**src/inc/baud_pkg.sv**
```systemverilog
// Constants, field layout and types shared by the baud rate generator
package baud_pkg;

    // Bus word and register offsets (byte addresses)
    typedef logic [31:0] word_t;
    localparam logic [7:0] OFS_TX_CTRL = 8'h00;
    localparam logic [7:0] OFS_RX_CTRL = 8'h04;
    localparam logic [7:0] OFS_BAUD_CTRL = 8'h08;
    localparam logic [7:0] OFS_DIV_HIGH = 8'h0C;
    localparam logic [7:0] OFS_DIV_LOW = 8'h10;
    localparam logic [7:0] OFS_STATUS = 8'h14;

    // Field positions inside the control registers
    localparam int TX_MASTER_BIT = 7;
    localparam int TX_SYNC_BIT = 4;
    localparam int TX_HS_BIT = 2;
    localparam int RX_ENABLE_BIT = 7;
    localparam int BC_RX_INV_BIT = 5;
    localparam int BC_CLK_POL_BIT = 4;
    localparam int BC_WIDE_BIT = 3;

    // Status register layout
    localparam int ST_COUNT_LSB = 0;
    localparam int ST_OS_LSB = 16;
    localparam int ST_LEVEL_BIT = 24;

    // Values after reset
    localparam logic [7:0] TX_CTRL_RST = 8'h00;
    localparam logic [7:0] RX_CTRL_RST = 8'h00;
    localparam logic [7:0] BAUD_CTRL_RST = 8'h00;
    localparam logic [7:0] DIV_HIGH_RST = 8'h00;
    localparam logic [7:0] DIV_LOW_RST = 8'h00;
    localparam logic [15:0] COUNT_RST = 16'h0000;
    localparam logic [5:0] OS_RST = 6'h00;

    // Writable bits and bits that read as constant one
    localparam logic [7:0] TX_CTRL_WMASK = 8'hFD;
    localparam logic [7:0] RX_CTRL_WMASK = 8'hF8;
    localparam logic [7:0] BAUD_CTRL_WMASK = 8'hBB;
    localparam logic [7:0] TX_CTRL_ONES = 8'h02;
    localparam logic [7:0] BAUD_CTRL_ONES = 8'h40;

    // Oversampling: last count per bit and first voting sample
    localparam logic [5:0] OS_LAST_64 = 6'h3F;
    localparam logic [5:0] OS_LAST_16 = 6'h0F;
    localparam logic [5:0] OS_LAST_4 = 6'h03;
    localparam logic [5:0] OS_MID_64 = 6'h1F;
    localparam logic [5:0] OS_MID_16 = 6'h07;
    localparam logic [5:0] OS_MID_4 = 6'h01;
    localparam logic [5:0] OS_VOTE_SPAN = 6'h02;

    // Bus codes
    localparam logic [2:0] HSIZE_WORD = 3'h2;
    localparam logic HRESP_OKAY = 1'b0;

    // Divider modes
    typedef enum logic [1:0] {
        MODE_ASYNC64,
        MODE_ASYNC16,
        MODE_ASYNC4,
        MODE_SYNC4
    } mode_t;

endpackage

```
**src/inc/sample_if.sv**
```systemverilog
// Carrier between the sampling control and the majority voter
`timescale 1ns/1ns
interface sample_if;
    logic strobe;
    logic data;
    logic last;
    logic level;
    logic valid;
    modport ctl (output strobe, output data, output last,
                 input level, input valid);
    modport voter (input strobe, input data, input last,
                   output level, output valid);
endinterface

```
**src/hdl/majority_vote.sv**
```systemverilog
// Three-sample majority voter for the receive pin level
`timescale 1ns/1ns
module majority_vote (
    input wire logic clk,
    input wire logic rst_b,
    sample_if.voter smp
);
    import baud_pkg::*;

    typedef struct packed {
        logic [1:0] hist;
        logic level;
        logic valid;
    } vote_t;

    vote_t v_r;
    vote_t v_nxt;

    // Shift samples in; decide on the third of each group
    always_comb begin
        v_nxt = v_r;
        v_nxt.valid = 1'b0;
        if (smp.strobe) begin
            v_nxt.hist = {v_r.hist[0], smp.data};
            if (smp.last) begin
                v_nxt.level = (v_r.hist[1] & v_r.hist[0]) |
                              (v_r.hist[1] & smp.data) |
                              (v_r.hist[0] & smp.data); // [RL3]
                v_nxt.valid = 1'b1;
            end
        end
    end

    // Line idles high, so the level starts high
    always_ff @(posedge clk) begin
        if (!rst_b) begin
            v_r <= '{hist: 2'h3, level: 1'b1, valid: 1'b0};
        end else begin
            v_r <= v_nxt;
        end
    end

    assign smp.level = v_r.level;
    assign smp.valid = v_r.valid;
endmodule

```
**src/hdl/baud_gen.sv**
```systemverilog
// Baud rate generator: bus registers, divider, sampling control
`timescale 1ns/1ns
// What this block does
// RL1: All timing counts device clock cycles, so clock changes scale the rate.
// RL2: Software reprograms the divisor after a clock frequency change.
// RL3: Receive level is the majority of three pin samples.
// RL4: Async, 8-bit, low speed: rate is clock over 64 times (n+1).
// RL5: Async, 8-bit, high speed: rate is clock over 16 times (n+1).
// RL6: Async, 16-bit, low speed: rate is clock over 16 times (n+1).
// RL7: Sync: shift clock is clock over 4 times (n+1); speed select ignored.
// RL8: Divisor n is high register as upper byte, low as lower byte.
// RL9: High register supplies the upper divisor byte in 16-bit mode.
// RL10: Async, 16-bit, high speed: rate is clock over 4 times (n+1).
// RL11: Free-running down-counter reloads from divisor at zero, one tick each.
// RL12: Writing either divisor register restarts the divider at once.
// RL13: Software avoids divisor zero or one in synchronous mode.
// RL14: Wide select clear, its reset value, uses only the low register.
module baud_gen (
    input wire logic CLOCK,
    input wire logic RST_B,
    input wire logic HSEL,
    input wire baud_pkg::word_t HADDR,
    input wire logic [1:0] HTRANS,
    input wire logic HWRITE,
    input wire logic [2:0] HSIZE,
    input wire baud_pkg::word_t HWDATA,
    input wire logic HREADY,
    output baud_pkg::word_t HRDATA,
    output logic HREADYOUT,
    output logic HRESP,
    input wire logic RECEIVE_PIN,
    output logic SAMPLE_TICK,
    output logic BAUD_TICK,
    output logic SHIFT_CLK,
    output logic RX_LEVEL,
    output logic RX_LEVEL_VALID
);
    import baud_pkg::*;

    // All state of the block outside the majority voter
    typedef struct packed {
        logic [7:0] tx_ctrl;
        logic [7:0] rx_ctrl;
        logic [7:0] baud_ctrl;
        logic [7:0] div_high;
        logic [7:0] div_low;
        logic [15:0] count;
        logic [5:0] os_cnt;
        mode_t mode;
        logic sample_tick;
        logic baud_tick;
        logic shift_clk;
        logic rx_meta;
        logic rx_sync;
        logic strobe;
        logic strobe_data;
        logic strobe_last;
        logic wr_pend;
        logic [7:0] wr_ofs;
        word_t hrdata;
        logic hready;
        logic hresp;
    } state_t;

    localparam state_t RST_STATE = '{
        tx_ctrl: TX_CTRL_RST,
        rx_ctrl: RX_CTRL_RST,
        baud_ctrl: BAUD_CTRL_RST,
        div_high: DIV_HIGH_RST,
        div_low: DIV_LOW_RST,
        count: COUNT_RST,
        os_cnt: OS_RST,
        mode: MODE_ASYNC64,
        rx_meta: 1'b1,
        rx_sync: 1'b1,
        hready: 1'b1,
        hresp: HRESP_OKAY,
        default: '0
    };

    state_t s_r;
    state_t s_nxt;

    sample_if smp ();

    // Voting window has to fit inside one bit for every ratio
    if (OS_MID_64 + OS_VOTE_SPAN > OS_LAST_64 ||
        OS_MID_16 + OS_VOTE_SPAN > OS_LAST_16 ||
        OS_MID_4 + OS_VOTE_SPAN > OS_LAST_4) begin : g_bad_window
        $error("voting window runs past the end of a bit");
    end

    // Status fields must not overlap or leave the bus word
    if (ST_OS_LSB < ST_COUNT_LSB + 16 ||
        ST_LEVEL_BIT < ST_OS_LSB + 6 ||
        ST_LEVEL_BIT > 31) begin : g_bad_status
        $error("status fields overlap or leave the word");
    end

    // Divisor seen by the counter; high byte only in wide mode
    function automatic logic [15:0] divisor_of(input state_t st);
        logic [15:0] d;
        d = {8'h00, st.div_low}; // [RL14]
        if (st.baud_ctrl[BC_WIDE_BIT]) begin
            d = {st.div_high, st.div_low}; // [RL8] [RL9]
        end
        return d;
    endfunction

    // Oversampling mode from sync, wide and speed selects
    function automatic mode_t mode_of(input state_t st);
        mode_t m;
        m = MODE_ASYNC64; // [RL4]
        if (st.tx_ctrl[TX_SYNC_BIT]) begin
            m = MODE_SYNC4; // [RL7]
        end else begin
            case ({st.baud_ctrl[BC_WIDE_BIT], st.tx_ctrl[TX_HS_BIT]})
                2'b00: m = MODE_ASYNC64; // [RL4]
                2'b01: m = MODE_ASYNC16; // [RL5]
                2'b10: m = MODE_ASYNC16; // [RL6]
                2'b11: m = MODE_ASYNC4; // [RL10]
                default: m = MODE_ASYNC64;
            endcase
        end
        return m;
    endfunction

    // Last oversample count of one bit for each mode
    function automatic logic [5:0] os_last_of(input mode_t m);
        logic [5:0] l;
        case (m)
            MODE_ASYNC64: l = OS_LAST_64;
            MODE_ASYNC16: l = OS_LAST_16;
            MODE_ASYNC4: l = OS_LAST_4;
            MODE_SYNC4: l = OS_LAST_4;
            default: l = OS_LAST_64;
        endcase
        return l;
    endfunction

    // First of the three voting samples, just before mid-bit
    function automatic logic [5:0] os_mid_of(input mode_t m);
        logic [5:0] p;
        case (m)
            MODE_ASYNC64: p = OS_MID_64;
            MODE_ASYNC16: p = OS_MID_16;
            MODE_ASYNC4: p = OS_MID_4;
            MODE_SYNC4: p = OS_MID_4;
            default: p = OS_MID_64;
        endcase
        return p;
    endfunction

    // Read view of every register; unmapped offsets read zero
    function automatic word_t read_word(input state_t st,
                                        input logic [7:0] ofs,
                                        input logic level);
        word_t w;
        w = 32'h0000_0000;
        case (ofs)
            OFS_TX_CTRL: w[7:0] = st.tx_ctrl | TX_CTRL_ONES;
            OFS_RX_CTRL: w[7:0] = st.rx_ctrl;
            OFS_BAUD_CTRL: w[7:0] = st.baud_ctrl | BAUD_CTRL_ONES;
            OFS_DIV_HIGH: w[7:0] = st.div_high;
            OFS_DIV_LOW: w[7:0] = st.div_low;
            OFS_STATUS: begin
                w[ST_COUNT_LSB +: 16] = st.count;
                w[ST_OS_LSB +: 6] = st.os_cnt;
                w[ST_LEVEL_BIT] = level;
            end
            default: w = 32'h0000_0000;
        endcase
        return w;
    endfunction

    // Next-state logic for registers, divider and sampling
    always_comb begin
        logic take;
        logic div_write;
        logic tick;
        logic async_mode;
        logic sync_master;
        logic [15:0] div;
        logic [5:0] last;
        logic [5:0] mid;

        s_nxt = s_r;
        take = 1'b0;
        div_write = 1'b0;
        tick = 1'b0;
        async_mode = 1'b0;
        sync_master = 1'b0;
        div = 16'h0000;
        last = 6'h00;
        mid = 6'h00;

        // One-cycle pulses fall back each cycle
        s_nxt.sample_tick = 1'b0;
        s_nxt.baud_tick = 1'b0;
        s_nxt.strobe = 1'b0;
        s_nxt.strobe_last = 1'b0;

        // Two-stage synchroniser for the receive pin
        s_nxt.rx_meta = RECEIVE_PIN;
        s_nxt.rx_sync = s_r.rx_meta;

        // Data phase of a write taken last cycle
        if (s_r.wr_pend) begin
            case (s_r.wr_ofs)
                OFS_TX_CTRL: begin
                    s_nxt.tx_ctrl = HWDATA[7:0] & TX_CTRL_WMASK;
                end
                OFS_RX_CTRL: begin
                    s_nxt.rx_ctrl = HWDATA[7:0] & RX_CTRL_WMASK;
                end
                OFS_BAUD_CTRL: begin
                    s_nxt.baud_ctrl = HWDATA[7:0] & BAUD_CTRL_WMASK;
                end
                OFS_DIV_HIGH: begin
                    s_nxt.div_high = HWDATA[7:0];
                    div_write = 1'b1;
                end
                OFS_DIV_LOW: begin
                    s_nxt.div_low = HWDATA[7:0];
                    div_write = 1'b1;
                end
                default: begin
                    div_write = 1'b0;
                end
            endcase
        end

        // Mode and divisor follow the freshly written values
        s_nxt.mode = mode_of(s_nxt);
        div = divisor_of(s_nxt);
        last = os_last_of(s_nxt.mode);
        mid = os_mid_of(s_nxt.mode);
        async_mode = !s_nxt.tx_ctrl[TX_SYNC_BIT];
        sync_master = s_nxt.tx_ctrl[TX_SYNC_BIT] &&
                      s_nxt.tx_ctrl[TX_MASTER_BIT] &&
                      s_nxt.rx_ctrl[RX_ENABLE_BIT];

        // Device-clock down-counter, one tick per reload at zero
        if (div_write) begin
            s_nxt.count = div; // [RL12]
            s_nxt.os_cnt = OS_RST; // [RL12]
        end else if (s_r.count == 16'h0000) begin
            s_nxt.count = div; // [RL11] [RL1]
            tick = 1'b1; // [RL11]
        end else begin
            s_nxt.count = s_r.count - 16'h0001; // [RL1]
        end

        // A mode change restarts the bit unless a tick falls in the same cycle
        if (s_nxt.mode != s_r.mode) begin
            s_nxt.os_cnt = OS_RST;
        end

        // Oversample counter: one bit per 64, 16 or 4 ticks
        if (tick) begin
            s_nxt.sample_tick = 1'b1;
            if (s_r.os_cnt >= last) begin
                s_nxt.os_cnt = OS_RST;
                s_nxt.baud_tick = 1'b1; // [RL4] [RL5] [RL6] [RL10]
            end else begin
                s_nxt.os_cnt = s_r.os_cnt + 6'h01;
            end
        end

        // Shift clock: toggles every second tick in sync master
        if (!sync_master) begin
            s_nxt.shift_clk = s_nxt.baud_ctrl[BC_CLK_POL_BIT];
        end else if (tick && s_r.os_cnt[0]) begin
            s_nxt.shift_clk = !s_r.shift_clk; // [RL7]
        end

        // Three strobes around mid-bit feed the voter
        if (tick && async_mode && s_nxt.rx_ctrl[RX_ENABLE_BIT] &&
            s_r.os_cnt >= mid && s_r.os_cnt <= mid + OS_VOTE_SPAN) begin
            s_nxt.strobe = 1'b1; // [RL3]
            s_nxt.strobe_data = s_r.rx_sync ^
                                s_nxt.baud_ctrl[BC_RX_INV_BIT];
            s_nxt.strobe_last = (s_r.os_cnt == mid + OS_VOTE_SPAN);
        end

        // Address phase: take the request, answer with no wait
        take = HSEL && HTRANS[1] && HREADY;
        s_nxt.wr_pend = take && HWRITE && (HSIZE == HSIZE_WORD);
        s_nxt.wr_ofs = HADDR[7:0];
        if (take && !HWRITE) begin
            s_nxt.hrdata = read_word(s_nxt, HADDR[7:0], smp.level);
        end
        s_nxt.hready = 1'b1;
        s_nxt.hresp = HRESP_OKAY;
    end

    // State register with synchronous active-low reset
    always_ff @(posedge CLOCK) begin
        if (!RST_B) begin
            s_r <= RST_STATE;
        end else begin
            s_r <= s_nxt;
        end
    end

    // Strobes to the voter
    assign smp.strobe = s_r.strobe;
    assign smp.data = s_r.strobe_data;
    assign smp.last = s_r.strobe_last;

    majority_vote u_vote (
        .clk(CLOCK),
        .rst_b(RST_B),
        .smp(smp)
    );

    // Outputs straight from flip-flops
    assign HRDATA = s_r.hrdata;
    assign HREADYOUT = s_r.hready;
    assign HRESP = s_r.hresp;
    assign SAMPLE_TICK = s_r.sample_tick;
    assign BAUD_TICK = s_r.baud_tick;
    assign SHIFT_CLK = s_r.shift_clk;
    assign RX_LEVEL = smp.level;
    assign RX_LEVEL_VALID = smp.valid;
endmodule

```
**config.mk**
```make
export PLATFORM = sky130hd
export DESIGN_NAME = baud_gen
export DESIGN_NICKNAME = d
export VERILOG_FILES = /design/src/inc/baud_pkg.sv /design/src/inc/sample_if.sv /design/src/hdl/majority_vote.sv /design/src/hdl/baud_gen.sv
export SDC_FILE = /design/constraint.sdc
export NUM_CORES = 1
export LEC_CHECK = 0
export ABC_AREA = 0
export BUFFER_PORTS_ARGS = -buffer_cell sky130_fd_sc_hd__buf_2
export CORE_MARGIN = 2
export CORE_UTILIZATION = 54
export DETAILED_ROUTE_END_ITERATION = 6
export GPL_ROUTABILITY_DRIVEN = 0
export PLACE_DENSITY = 0.79
export RECOVER_POWER = 50
export SETUP_SLACK_MARGIN = 0.2
export SYNTH_ARGS = -nofsm -noshare
export SYNTH_HDL_FRONTEND = slang
export SYNTH_SLANG_ARGS = --single-unit
```
**constraint.sdc**
```tcl
create_clock -name CLOCK -period 4.1 [get_ports CLOCK]
set_input_delay 0.82 -clock CLOCK [delete_from_list [all_inputs] [get_ports CLOCK]]
set_output_delay 0.82 -clock CLOCK [all_outputs]
set_load 0.02 [all_outputs]
```
# ---- Yosys cells after proc, flatten, opt, wreduce, memory -nomap -nowiden
# Index checks and enable logic that the tools add are counted.
dict set report op_classes {
  reduce_logical 27
  eq_ne 19
  n_mux 30
  magnitude_cmp 3
  bitwise 6
  add_sub_neg 3
}
# op count
set ops {}
lappend ops {{16-bit two-way mux} 3}
lappend ops {{8-bit one-hot mux with 6 select lines} 1}
lappend ops {{40-bit two-way mux} 1}
lappend ops {{8-bit two-way mux} 5}
lappend ops {{6-bit one-hot mux with 3 select lines} 2}
lappend ops {{8-bit by 4-bit == test with 1-bit output, second input constant} 4}
lappend ops {{8-bit by 5-bit == test with 1-bit output, second input constant} 3}
lappend ops {{6-bit two-way mux} 4}
lappend ops {{8-bit by 3-bit == test with 1-bit output, second input constant} 2}
lappend ops {{16-bit zero test} 1}
lappend ops {{8-bit zero test} 2}
lappend ops {{16-bit by 1-bit subtractor with 16-bit output, second input constant} 1}
lappend ops {{14-bit two-way mux} 1}
lappend ops {{6-bit greater-or-equal comparator} 2}
lappend ops {{1-bit logical AND} 12}
lappend ops {{1-bit two-way mux} 9}
lappend ops {{2-bit == test, second input constant} 4}
lappend ops {{2-bit AND reduction} 4}
lappend ops {{6-bit by 1-bit adder with 6-bit output, second input constant} 1}
lappend ops {{6-bit by 2-bit adder with 6-bit output, second input constant} 1}
lappend ops {{6-bit == test} 1}
lappend ops {{6-bit less-or-equal comparator} 1}
lappend ops {{2-bit one-hot mux with 3 select lines} 1}
lappend ops {{2-bit OR reduction} 3}
lappend ops {{11 further kinds} 19}
dict set report word_totals {
  out_inout_bits 39
  regBits 108
  inputBits 75
}

# ---- Logic depth before layout (Yosys ltp)
# Gate-level depths: netlist (run 1).
dict set report depth {
  word_depth 14
  ltp_mapped 16
}

# ---- By module
# A second synthesis (run 1) with hierarchy kept.
dict set report hier_totals {
  hier_cells 565
  area_unflattened_um2 5094.9
}
# module instances seq_area_each_um2 area_each_um2 cells_per_inst
set modules_own_cells {}
lappend modules_own_cells {baud_gen 1 2042.0 4944.7 552}
lappend modules_own_cells {majority_vote 1 80.1 150.1 13}

# ---- Worst setup path before layout (run 1)
# OpenSTA, ideal clock, no wires.
dict set report synth_path {
  kind {flip-flop to flip-flop}
  from {register s_r[39] in the netlist's numbering}
  to {register s_r, in the netlist HRDATA[17]}
  path_buffers 1
  setup_ns 0.117
  path_slack_ns 0.338
  stages_incl_launch_ff 17
  t_arrival_ns 3.645
  path_cell_list {dfxtp_1 nor4b_4 nand4b_2 mux2i_1 buf_2 inv_1 ha_1 a211oi_4 nand2_1 ha_1 a21o_1 a21oi_1 a41oi_1 o2bb2ai_2 nor2b_4 a22o_1 a22o_1}
}
# item line
set synth_rtl {}
lappend synth_rtl {{start, declared} baud_gen.sv:81} ;# state_t s_r;
lappend synth_rtl {{start signal, assigned} baud_gen.sv:302} ;# s_r <= s_nxt;

==> flow_metrics.tcl, run 1 <==
set metrics [dict create \
    syn_area_mm2 0.00517 \
    fin_nets 687 \
    fill_cells 868 \
    ys_ff_latch 106 \
    fin_setup_tns_ns 0 \
    numCtsBuffers 9 \
    final_cell_mix "106 x dfxtp_1, 67 x nor2_1, 51 x nand2_1" \
    drt-initial-drc-count 311 \
    die_width_um 102 \
    finalSetupViolCount 0 \
    start_util_pct 55.7 \
    yosysWarnings 0 \
    crit_chain "nor4b_4 -> buf_4 -> nand4b_2 -> mux2i_1 -> inv_1 -> ha_1 -> a211oi_4 -> buf_4 -> nand2_1 -> ha_1 -> nand4b_1 -> o22ai_1 -> a21oi_1 -> a2111oi_4 -> mux2i_1 -> nor2_1" \
    end_kind "register" \
    numPortBuffers 53 \
    ctsHoldBuffers 0 \
    fp.dieArea_mm2 0.0104 \
    ctsHtreeMaxLevel 3 \
    cts_tree "done" \
    wire_per_inst_um 17.0 \
    fin_util_pct 59.1 \
    grt_pass1_wl_um 20200 \
    drtAntennaViolNets 0 \
    synth.distinct_cells 72 \
    p_per_area_mw_per_mm2 459 \
    ctsResizeCount 0 \
    drive_gt1_share_pct 11.5 \
    antenna_found_initial 0 \
    dp_hpwl_um 9080 \
    ir_drop_uv 242 \
    drc 0 \
    max_slew_margin_pct 7.64 \
    synthArstFlopShare_pct 0 \
    drv_cap 0 \
    vias 4286 \
    clk_pin_slew_ns 0.09 \
    post-cts-setup-buffers 0 \
    synth_ff_type "dfxtp_1" \
    clk_latency_ns 0.37 \
    cp.required_ns 4.31 \
    hold_viol_final 0 \
    grt_max_degree 52 \
    core.rowCount 35 \
    fin_crit_sh_pct 88.3 \
    drt-pass1-iter-count 5 \
    max_stage_delay_ns 0.37 \
    yosysSeqAreaShare_pct 41.0 \
    regArea_mm2 0.00212 \
    io_pins 114 \
    rsz0062_at_grt "no" \
    finalMaxSlewViolations 0 \
    coreArea_mm2 0.00928 \
    cts_sinks 106 \
    fin_skew_ns 0.0158 \
    crit_type "register to register" \
    vias_per_cell 5.82 \
    critPathMaxFanout 7 \
    crit_path_start_kind "register" \
    outcome "complete, no violations" \
    die_h_um 102 \
    cp_slowest_cell "nor4b_4" \
    grt_usage_pct 25.0 \
    cts-root-buf "clkbuf_8" \
    worst_pin_slew_ns 1.39 \
    mostFrequentLayoutCell "dfxtp_1" \
    dp_cells 721 \
    syn_inst 573 \
    stdcell_area_mm2 0.00548 \
    fin_crit_ns 3.62 \
    drt-total-wl_um 12500 \
    ctsLongestPathBuffers 2 \
    hold_class "register to register" \
    leakage_nw 2.30 \
    first_global_vias 4093 \
    finalNonFillerCells 736 \
    syn2layout_area_growth_pct 6.05 \
    n_antenna_cell 0 \
    placed_area_mm2 0.00537 \
    grt_overflow_total 0 \
    arrival_ns 3.83 \
    fmax_mhz 276 \
    p_total_w 0.00251 \
    multiInputGateArea_mm2 0.00270 \
    synth_edf_count 0 \
    avgSynthCellArea_um2 9.02 \
]
metrics by stage:
step                hold slack [ns]  setup WS [ns]
finish                        0.430          0.479
global route                  0.447          0.251
CTS                           0.437          0.482
detailed placement            0.400          0.525
global placement              0.397          0.623
floorplan                     0.386          0.338
synth_stat cells, types with 3 or more instances:
| master | count | area [um^2] |
|---|---|---|
| a211oi_1 | 5 | 37.5 |
| a21oi_1 | 23 | 115 |
| a22o_1 | 4 | 35.0 |
| a22oi_1 | 7 | 52.6 |
| and2_1 | 25 | 156 |
| and3_1 | 6 | 37.5 |
| buf_2 | 3 | 15.0 |
| buf_4 | 34 | 255 |
| clkbuf_1 | 16 | 60.1 |
| dfxtp_1 | 106 | 2120 |
| ha_1 | 9 | 113 |
| inv_1 | 6 | 22.5 |
| mux2_2 | 3 | 33.8 |
| mux2i_1 | 36 | 360 |
| nand2_1 | 51 | 191 |
| nand2b_1 | 5 | 31.3 |
| nand3_1 | 14 | 70.1 |
| nand4_1 | 5 | 31.3 |
| nand4b_1 | 3 | 26.3 |
| nor2_1 | 67 | 251 |
| nor2b_1 | 5 | 31.3 |
| nor3_1 | 18 | 90.1 |
| nor3b_1 | 3 | 22.5 |
| nor4_1 | 4 | 25.0 |
| nor4b_4 | 3 | 71.3 |
| o211ai_1 | 5 | 37.5 |
| o21a_1 | 4 | 30.0 |
| o21ai_0 | 19 | 95.1 |
| o21ai_1 | 3 | 15.0 |
| o22ai_1 | 12 | 75.1 |
| or3_1 | 4 | 25.0 |
| xnor2_1 | 8 | 70.1 |
| xor2_1 | 9 | 78.8 |
final timing paths:
check	from	end	slack [ns]	depth (start not counted)
worst max-delay path	s_r[39]$_SDFF_PN0_	smp.data$_SDFFE_PN0P_	0.48	16
worst min-delay path	s_nxt[46]$_SDFF_PN1_	s_r[46]$_SDFF_PN1_	0.43	1
worst max register to register	s_r[39]$_SDFF_PN0_	smp.data$_SDFFE_PN0P_	0.48	16
worst min register to register	s_nxt[46]$_SDFF_PN1_	s_r[46]$_SDFF_PN1_	0.43	1
final cells by class:
class	instances	share of cell area, %
Tap cell	129	2.94
Inverter	7	0.479
Clock buffer	12	2.65
Clock inverter	3	0.479
Timing Repair Buffer	63	5.45
Multi-Input combinational cell	416	49.3
Sequential cell	106	38.7
layer usage:
metal	wire length (um)	vias up	GRT usage (%)
li1	-	2049	-
met1	5430	2014	32.5
met4	306	0	9.23
met3	956	30	4.58
met5	0	-	0
met2	5860	193	41.6
kinds of logic after synthesis:
family                   synth area share [%]
XOR/XNOR                                 2.88
other                                   0.145
AND/OR/NAND/NOR                          23.8
AO/OA/AOI/OAI                            15.2
buffers and inverters                    7.11
flip-flops                               41.0
multiplexers                             7.62
adder cells (fa/ha/maj)                  2.18
worst max-delay path: cells and delay by family, from the launching register on:
family | cells | cell delay (ns)
DFF | 1 | 0.33
buffers and inverters | 3 | 0.52
AOI/OAI and AO/OA | 4 | 0.78
muxes | 2 | 0.47
adders and majority gates | 2 | 0.55
and+or+nand+nor | 5 | 0.81
power breakdown:
group | internal [W] | total, W | leakage [nW] | switching (W)
combinational | 0.000281 | 0.000724 | 1.36 | 0.000443
clock | 0.000239 | 0.000588 | 0.0866 | 0.000349
sequential | 0.00111 | 0.00120 | 0.859 | 0.0000891
state kept, by name (all words and copies together) (netlist names):
signal            flops
s_r                  72
HRDATA               23
u_vote.v_r            2
BAUD_TICK             1
SAMPLE_TICK           1
SHIFT_CLK             1
s_nxt                 1
smp.data              1
smp.last              1
smp.strobe            1
u_vote.smp.level      1
u_vote.smp.valid      1
(Power assumes the default switching activity.)
==> inputs of run 2 (changes only) <==
ABC_AREA = 1   (was 0)
CORE_UTILIZATION = 55   (was 54)
PLACE_DENSITY = 0.81   (was 0.79)
==> run 2 against run 1 <==
  * First-iteration DRC count fell by 9.0%
  * Maximum frequency up 3.5%
  * Register-to-register slack better by 0.12 ns
  * Via count grew 9.8%
  * Setup slack better by 0.12 ns
  * Routed wire length is 0.11% lower
  * Final area is 1.5% higher
  * Clock skew is 0.0017 ns lower
  * Count of clock-buffer cells in the layout decreased by 2
==> flow_metrics.tcl, run 2 <==
set metrics [dict create \
    numCtsBuffers 9 \
    max_stage_delay_ns 0.38 \
    finalSetupViolCount 0 \
    r2r_cells 16 \
    crit_path_start_kind "register" \
    cp_slowest_cell "ha_1" \
    arrival_ns 3.80 \
    top_register "s_r" \
    io_pins 114 \
    cts_tree "done" \
    cp_top_family "simple AND/OR/NAND/NOR gates" \
    synth_edf_count 0 \
    hold_viol_final 0 \
    antenna_found_initial 0 \
    drt-initial-drc-count 283 \
    r2r_slack_ns 0.60 \
    crit_buf_inv 1 \
    die_h_um 102 \
    synth_ff_type "dfxtp_1" \
    synthArstFlopShare_pct 0 \
    drtAntennaViolNets 0 \
    ctsLongestPathBuffers 2 \
    crit_chain "nor2_1 -> nand2_1 -> nor2_4 -> nand2_1 -> o21ai_1 -> inv_1 -> ha_1 -> nor2_1 -> nand2_1 -> ha_1 -> nand3_1 -> nor2_1 -> nand3_1 -> a211oi_2 -> nand2_1 -> nor3_1" \
    cts_sinks 106 \
    yosysTopAreaCell "dfxtp_1" \
    grt_max_degree 46 \
    ys_ff_latch 106 \
    cts-root-buf "clkbuf_8" \
    rr_startpoint "s_r[41]$_SDFF_PN0_" \
    yosysSeqAreaShare_pct 40.5 \
    hold_class "register to register" \
    start_util_pct 56.8 \
    drc 0 \
    leakage_nw 2.71 \
    grt_overflow_total 0 \
    coreArea_mm2 0.00924 \
    end_kind "register" \
    outcome "complete, no violations" \
    core.rowCount 35 \
    largest_reg_flops 72 \
    worst_pin_slew_ns 1.39 \
    avgSynthCellArea_um2 6.99 \
    cp-startpoint "s_r[41]$_SDFF_PN0_" \
    synth.distinct_cells 43 \
    clk_pin_slew_ns 0.11 \
    fin_crit_ns 3.50 \
    fp.dieArea_mm2 0.0103 \
    crit_type "register to register" \
    drv_cap 0 \
    cpMostUsedCell "nand2_1" \
    n_antenna_cell 0 \
    endpoint "smp.last$_SDFF_PN0_" \
    vias 4706 \
    critPathMaxFanout 12 \
    syn2layout_area_growth_pct 6.08 \
    ctsHtreeMaxLevel 3 \
    ir_drop_uv 290 \
    syn_inst 750 \
    max_slew_margin_pct 7.19 \
    drt-total-wl_um 12500 \
    ys_top_cells_by_area "dfxtp_1 40%, nand2_1 13%, inv_1 7.8%" \
    drt-pass1-iter-count 5 \
    first_global_vias 4638 \
    mostFrequentLayoutCell "nand2_1" \
    final_cell_mix "184 x nand2_1, 109 x inv_1, 106 x dfxtp_1" \
    fin_setup_tns_ns 0 \
    synth_most_common_cell "nand2_1" \
    rsz0062_at_grt "no" \
    clk_latency_ns 0.38 \
    vias_per_cell 5.18 \
    grt_usage_pct 25.6 \
    cp.required_ns 4.40 \
    r2r-end "smp.last$_SDFF_PN0_" \
    die_width_um 102 \
    cp.depth 16 \
    fin_crit_sh_pct 85.3 \
    fin_skew_ns 0.0140 \
    numPortBuffers 53 \
    drive_gt1_share_pct 9.11 \
    post-synth-top-area-fraction_pct 40.5 \
    grt_pass1_wl_um 20900 \
    wire_per_inst_um 13.8 \
    syn_area_mm2 0.00525 \
    p_per_area_mw_per_mm2 465 \
    yosysWarnings 0 \
    finalMaxSlewViolations 0 \
    synth_common_cells "184 x nand2_1, 109 x inv_1, 106 x dfxtp_1, 100 x nor2_1, 43 x o21ai_0" \
    p_total_w 0.00258 \
    fmax_mhz 286 \
    dp_hpwl_um 8980 \
    fin_nets 858 \
]
## run 2: changes by cell type after synthesis, sizes merged, moves of 27 or more
cell / previous run / this run
nor2: 67 / 106
nand2: 52 / 186
and2: 27 / 0
o21ai: 22 / 51
inv: 6 / 109
mux2i: 36 / 1
## run 2: layout make-up
| class | count | area [um^2] |
|---|---|---|
| fillers | 876 | 3680 |
| clock inverters | 6 | 82.6 |
| inverters | 109 | 409 |
| well taps | 129 | 161 |
| multi-input cells | 491 | 2400 |
| flip-flops and latches | 106 | 2120 |
| clock buffers | 10 | 128 |
| repair buffers | 57 | 259 |
## run 2: routing by layer
layer  vias up  track usage (%)  share of wire, %
li1       2347                -                 -
met1      2171             29.6                41
met2       155             45.6                51
met3        33             5.18               5.7
met4         0             10.9               2.8
met5         -                0                 0
## run 2: how the worst min path moves through the flow
| stage | depth (start not counted) | slack [ns] | endpoint | start |
|---|---|---|---|---|
| final | 1 | 0.44 | s_r[46]$_SDFF_PN1_ | s_nxt[46]$_SDFF_PN1_ |
| after global routing | 1 | 0.45 | s_r[46]$_SDFF_PN1_ | s_nxt[46]$_SDFF_PN1_ |
| after CTS | 1 | 0.45 | s_r[46]$_SDFF_PN1_ | s_nxt[46]$_SDFF_PN1_ |
| after detailed placement | 1 | 0.42 | s_r[46]$_SDFF_PN1_ | s_nxt[46]$_SDFF_PN1_ |
| after global placement | 1 | 0.40 | s_r[46]$_SDFF_PN1_ | s_nxt[46]$_SDFF_PN1_ |
| after floorplan | 1 | 0.39 | s_r[46]$_SDFF_PN1_ | s_nxt[46]$_SDFF_PN1_ |
## run 2: kinds of logic after synthesis
family	Yosys count	share of synthesized area (%)
compound gates	89	10.4
xor+xnor	18	3.01
fa+ha+maj	9	2.15
buf+inv	163	14.5
flops	106	40.5
mux	1	0.191
other cells	2	0.143
simple gates	362	29.2
## run 2: where the power goes
part | total (W) | internal (W) | switching [W] | leakage [nW]
sequential | 0.00117 | 0.00110 | 0.0000680 | 0.859
clock | 0.000688 | 0.000297 | 0.000391 | 0.102
combinational | 0.000728 | 0.000255 | 0.000473 | 1.75
total | 0.00258 | 0.00165 | 0.000932 | 2.71
## run 2: timing repair
item | CTS | global route
endpoints found under the setup margin | 0 | 7
gates resized for setup | 0 | 2
buffers inserted | 0 | 0
hold buffers | 0 | 0
## run 2: through the flow
| step | area (um^2) | cells | setup slack [ns] | util [%] | hold WS [ns] |
|---|---|---|---|---|---|
| global placement | 5390 | 892 | 0.726 | 58.3 | 0.396 |
| CTS | 5600 | 908 | 0.519 | 60.6 | 0.446 |
| finish | 5560 | 908 | 0.601 | 60.2 | 0.444 |
| detailed placement | 5390 | 892 | 0.587 | 58.3 | 0.418 |
| global route | 5560 | 908 | 0.253 | 60.2 | 0.448 |
| floorplan | 5280 | 760 | 1.21 | - | 0.393 |
==> inputs of run 3 (changes only) <==
PLACE_DENSITY = 0.8   (was 0.81)
SYNTH_HIERARCHICAL = 1   (was unset)
==> run 3 against run 2 <==
  * Final cell count grew 2.0%
  * Die area grew 4.7%
  * First-iteration DRC count grew 62%
  * Sequential share of layout area shrank 1.3 points
  * Routed wire length grew 3.6%
  * Total power is essentially flat
  * Setup slack gained 0.29 ns
  * Combinational power grew 11%
  * Via count grew 3.4%
  * Critical endpoint is now smp.data$_SDFFE_PN0P_
  * Highest routed layer unchanged
==> flow_metrics.tcl, run 3 <==
set metrics [dict create \
    cts-root-buf "clkbuf_8" \
    drt-initial-drc-count 459 \
    drt-total-wl_um 13000 \
    io_pins 114 \
    clk_latency_ns 0.37 \
    wire_per_inst_um 14.0 \
    power.switching_w 0.000972 \
    ctsHoldBuffers 0 \
    hold_viol_final 0 \
    end_kind "register" \
    mostFrequentLayoutCell "nand2_1" \
    fin_nets 872 \
    syn_inst 763 \
    power_frac_comb_pct 31.2 \
    ir_drop_uv 287 \
    drc 0 \
    ctsLongestPathBuffers 2 \
    leakage_nw 2.69 \
    ys_top_cells_by_area "dfxtp_1 39%, nand2_1 11%, nor2_1 7.2%" \
    cp.required_ns 4.37 \
    fp.dieArea_mm2 0.0108 \
    fin_skew_ns 0.00957 \
    avgSynthCellArea_um2 7.21 \
    grt_usage_pct 25.0 \
    largest_reg_flops 72 \
    hold_depth 1 \
    numCtsBuffers 9 \
    drtAntennaViolNets 0 \
    die_h_um 104 \
    finalSetupViolCount 0 \
    synth_most_common_cell "nand2_1" \
    yosysWarnings 6 \
    rsz0062_at_grt "no" \
    crit_path_start_kind "register" \
    fin_crit_ns 3.20 \
    finalMaxSlewViolations 0 \
    critPathMaxFanout 10 \
    fmax_mhz 312 \
    r2r_cells 18 \
    cts_sinks 106 \
    clk_pin_slew_ns 0.10 \
    top_register "s_r" \
    internal_power_w 0.00161 \
    crit_type "register to register" \
    vias_per_cell 5.25 \
    start_util_pct 56.5 \
    antenna_found_initial 0 \
    vias 4866 \
    yosysTopAreaCell "dfxtp_1" \
    post-synth-top-area-fraction_pct 38.6 \
    synth_edf_count 0 \
    fin_setup_tns_ns 0 \
    dp_hpwl_um 9650 \
    fin_ws_ns 0.896 \
    swShare_pct 37.6 \
    pwr-share-clk_pct 23.4 \
    hold_class "register to register" \
    ys_ff_latch 106 \
    grt_pass1_wl_um 22000 \
    grt_overflow_total 0 \
    worst_pin_slew_ns 1.37 \
    arrival_ns 3.47 \
    outcome "complete, no violations" \
    yosysSeqAreaShare_pct 38.6 \
    finalHoldWorstSlack_ns 0.430 \
    synthArstFlopShare_pct 0 \
    ctsResizeCount 0 \
    n_antenna_cell 0 \
    drt-pass1-iter-count 5 \
    synth_common_cells "161 x nand2_1, 106 x dfxtp_1, 105 x nor2_1, 101 x inv_1, 34 x buf_4" \
    syn_area_mm2 0.00550 \
    numPortBuffers 53 \
    max_slew_margin_pct 8.38 \
    drive_gt1_share_pct 12.0 \
    fin_crit_sh_pct 78.1 \
    first_global_vias 4620 \
    fill_cells 926 \
    post-cts-setup-buffers 0 \
    synth_ff_type "dfxtp_1" \
    core.rowCount 36 \
    die_width_um 104 \
    pre_cts_ws_ns 0.876 \
    synth.distinct_cells 51 \
    drv_cap 0 \
    final_cell_mix "161 x nand2_1, 106 x dfxtp_1, 105 x nor2_1" \
    cts_tree "done" \
    coreArea_mm2 0.00973 \
    syn2layout_area_growth_pct 4.78 \
    seqPwrFrac_pct 45.4 \
    ctsHtreeMaxLevel 3 \
    p_per_area_mw_per_mm2 449 \
    grt_max_degree 38 \
]
run 3: cell count changes in the layout (fill, tap and decap cells not counted), moves of 7 or more:
cell	previous run	this run
o21ai_1	4	25
o21ai_0	41	24
inv_1	109	101
nand2_1	184	161
a21oi_1	12	21
nand2_2	2	9
run 3: area by class of cell:
| type | count | area (um^2) | area share, % |
|---|---|---|---|
| well taps | 133 | 166 | 2.89 |
| inverters | 109 | 413 | 7.16 |
| clock buffers | 10 | 138 | 2.39 |
| flip-flops and latches | 106 | 2120 | 36.8 |
| clock inverters | 6 | 40.0 | 0.695 |
| repair buffers | 57 | 251 | 4.36 |
| multi-input cells | 505 | 2630 | 45.7 |
run 3: worst paths after layout:
kind,start,end,slack [ns]
worst min-delay path,s_nxt[46]$_SDFF_PN1_,s_r[46]$_SDFF_PN1_,0.43
worst max-delay path,s_r[41]$_SDFF_PN0_,smp.data$_SDFFE_PN0P_,0.90
worst min register to register,s_nxt[46]$_SDFF_PN1_,s_r[46]$_SDFF_PN1_,0.43
worst max register to register,s_r[41]$_SDFF_PN0_,smp.data$_SDFFE_PN0P_,0.90
run 3: worst max-delay path: stages (launching register included):
cell and delay (ns):
dfxtp_1 0.34, nor2_4 0.15, nand2_4 0.09, nor2_8 0.17, nand2_2 0.19, nand2_1 0.16, o21ai_4 0.10, ha_1 0.35
nor2_4 0.15, nand2_1 0.12, ha_1 0.37, nand4_1 0.13, nand3b_1 0.22, o21ai_0 0.10, nand3_1 0.12, nor2_1 0.13
nand3_1 0.09, nand2_1 0.06, nor2_1 0.06
run 3: metrics by stage:
stage	util [%]	cell area (um^2)	total power, W	instances
finish	59.2	5760	0.00259	926
global placement	57.9	5630	0.00194	910
floorplan	-	5540	0.00182	773
detailed placement	57.9	5630	0.00197	910
CTS	59.7	5810	0.00257	926
global route	59.2	5760	0.00274	926
run 3: power by group through the flow:
| stage | Sequential [W] | Clock, W | Combinational, W |
|---|---|---|---|
| finish | 0.00117 | 0.000606 | 0.000806 |
| global route | 0.00118 | 0.000656 | 0.000900 |
| CTS | 0.00117 | 0.000613 | 0.000785 |
| detailed placement | 0.00119 | 0 | 0.000780 |
| global placement | 0.00119 | 0 | 0.000749 |
| floorplan | 0.00118 | 0 | 0.000635 |
run 3: cell families after synthesis:
logic type,count (synthesis),synth area share [%]
buf+inv,162,14.2
xor+xnor,16,2.68
other cells,2,0.137
compound gates,96,10.5
mux,2,0.432
fa+ha+maj,9,2.05
flops,106,38.6
simple gates,370,31.4
run 3: routing by layer:
layer	global-route usage (%)	vias up	part of all wire (%)
met2	41.1	195	47
met5	0	-	0
met1	32.2	2236	42
met4	10.4	0	4.0
li1	-	2395	-
met3	4.70	40	7.1
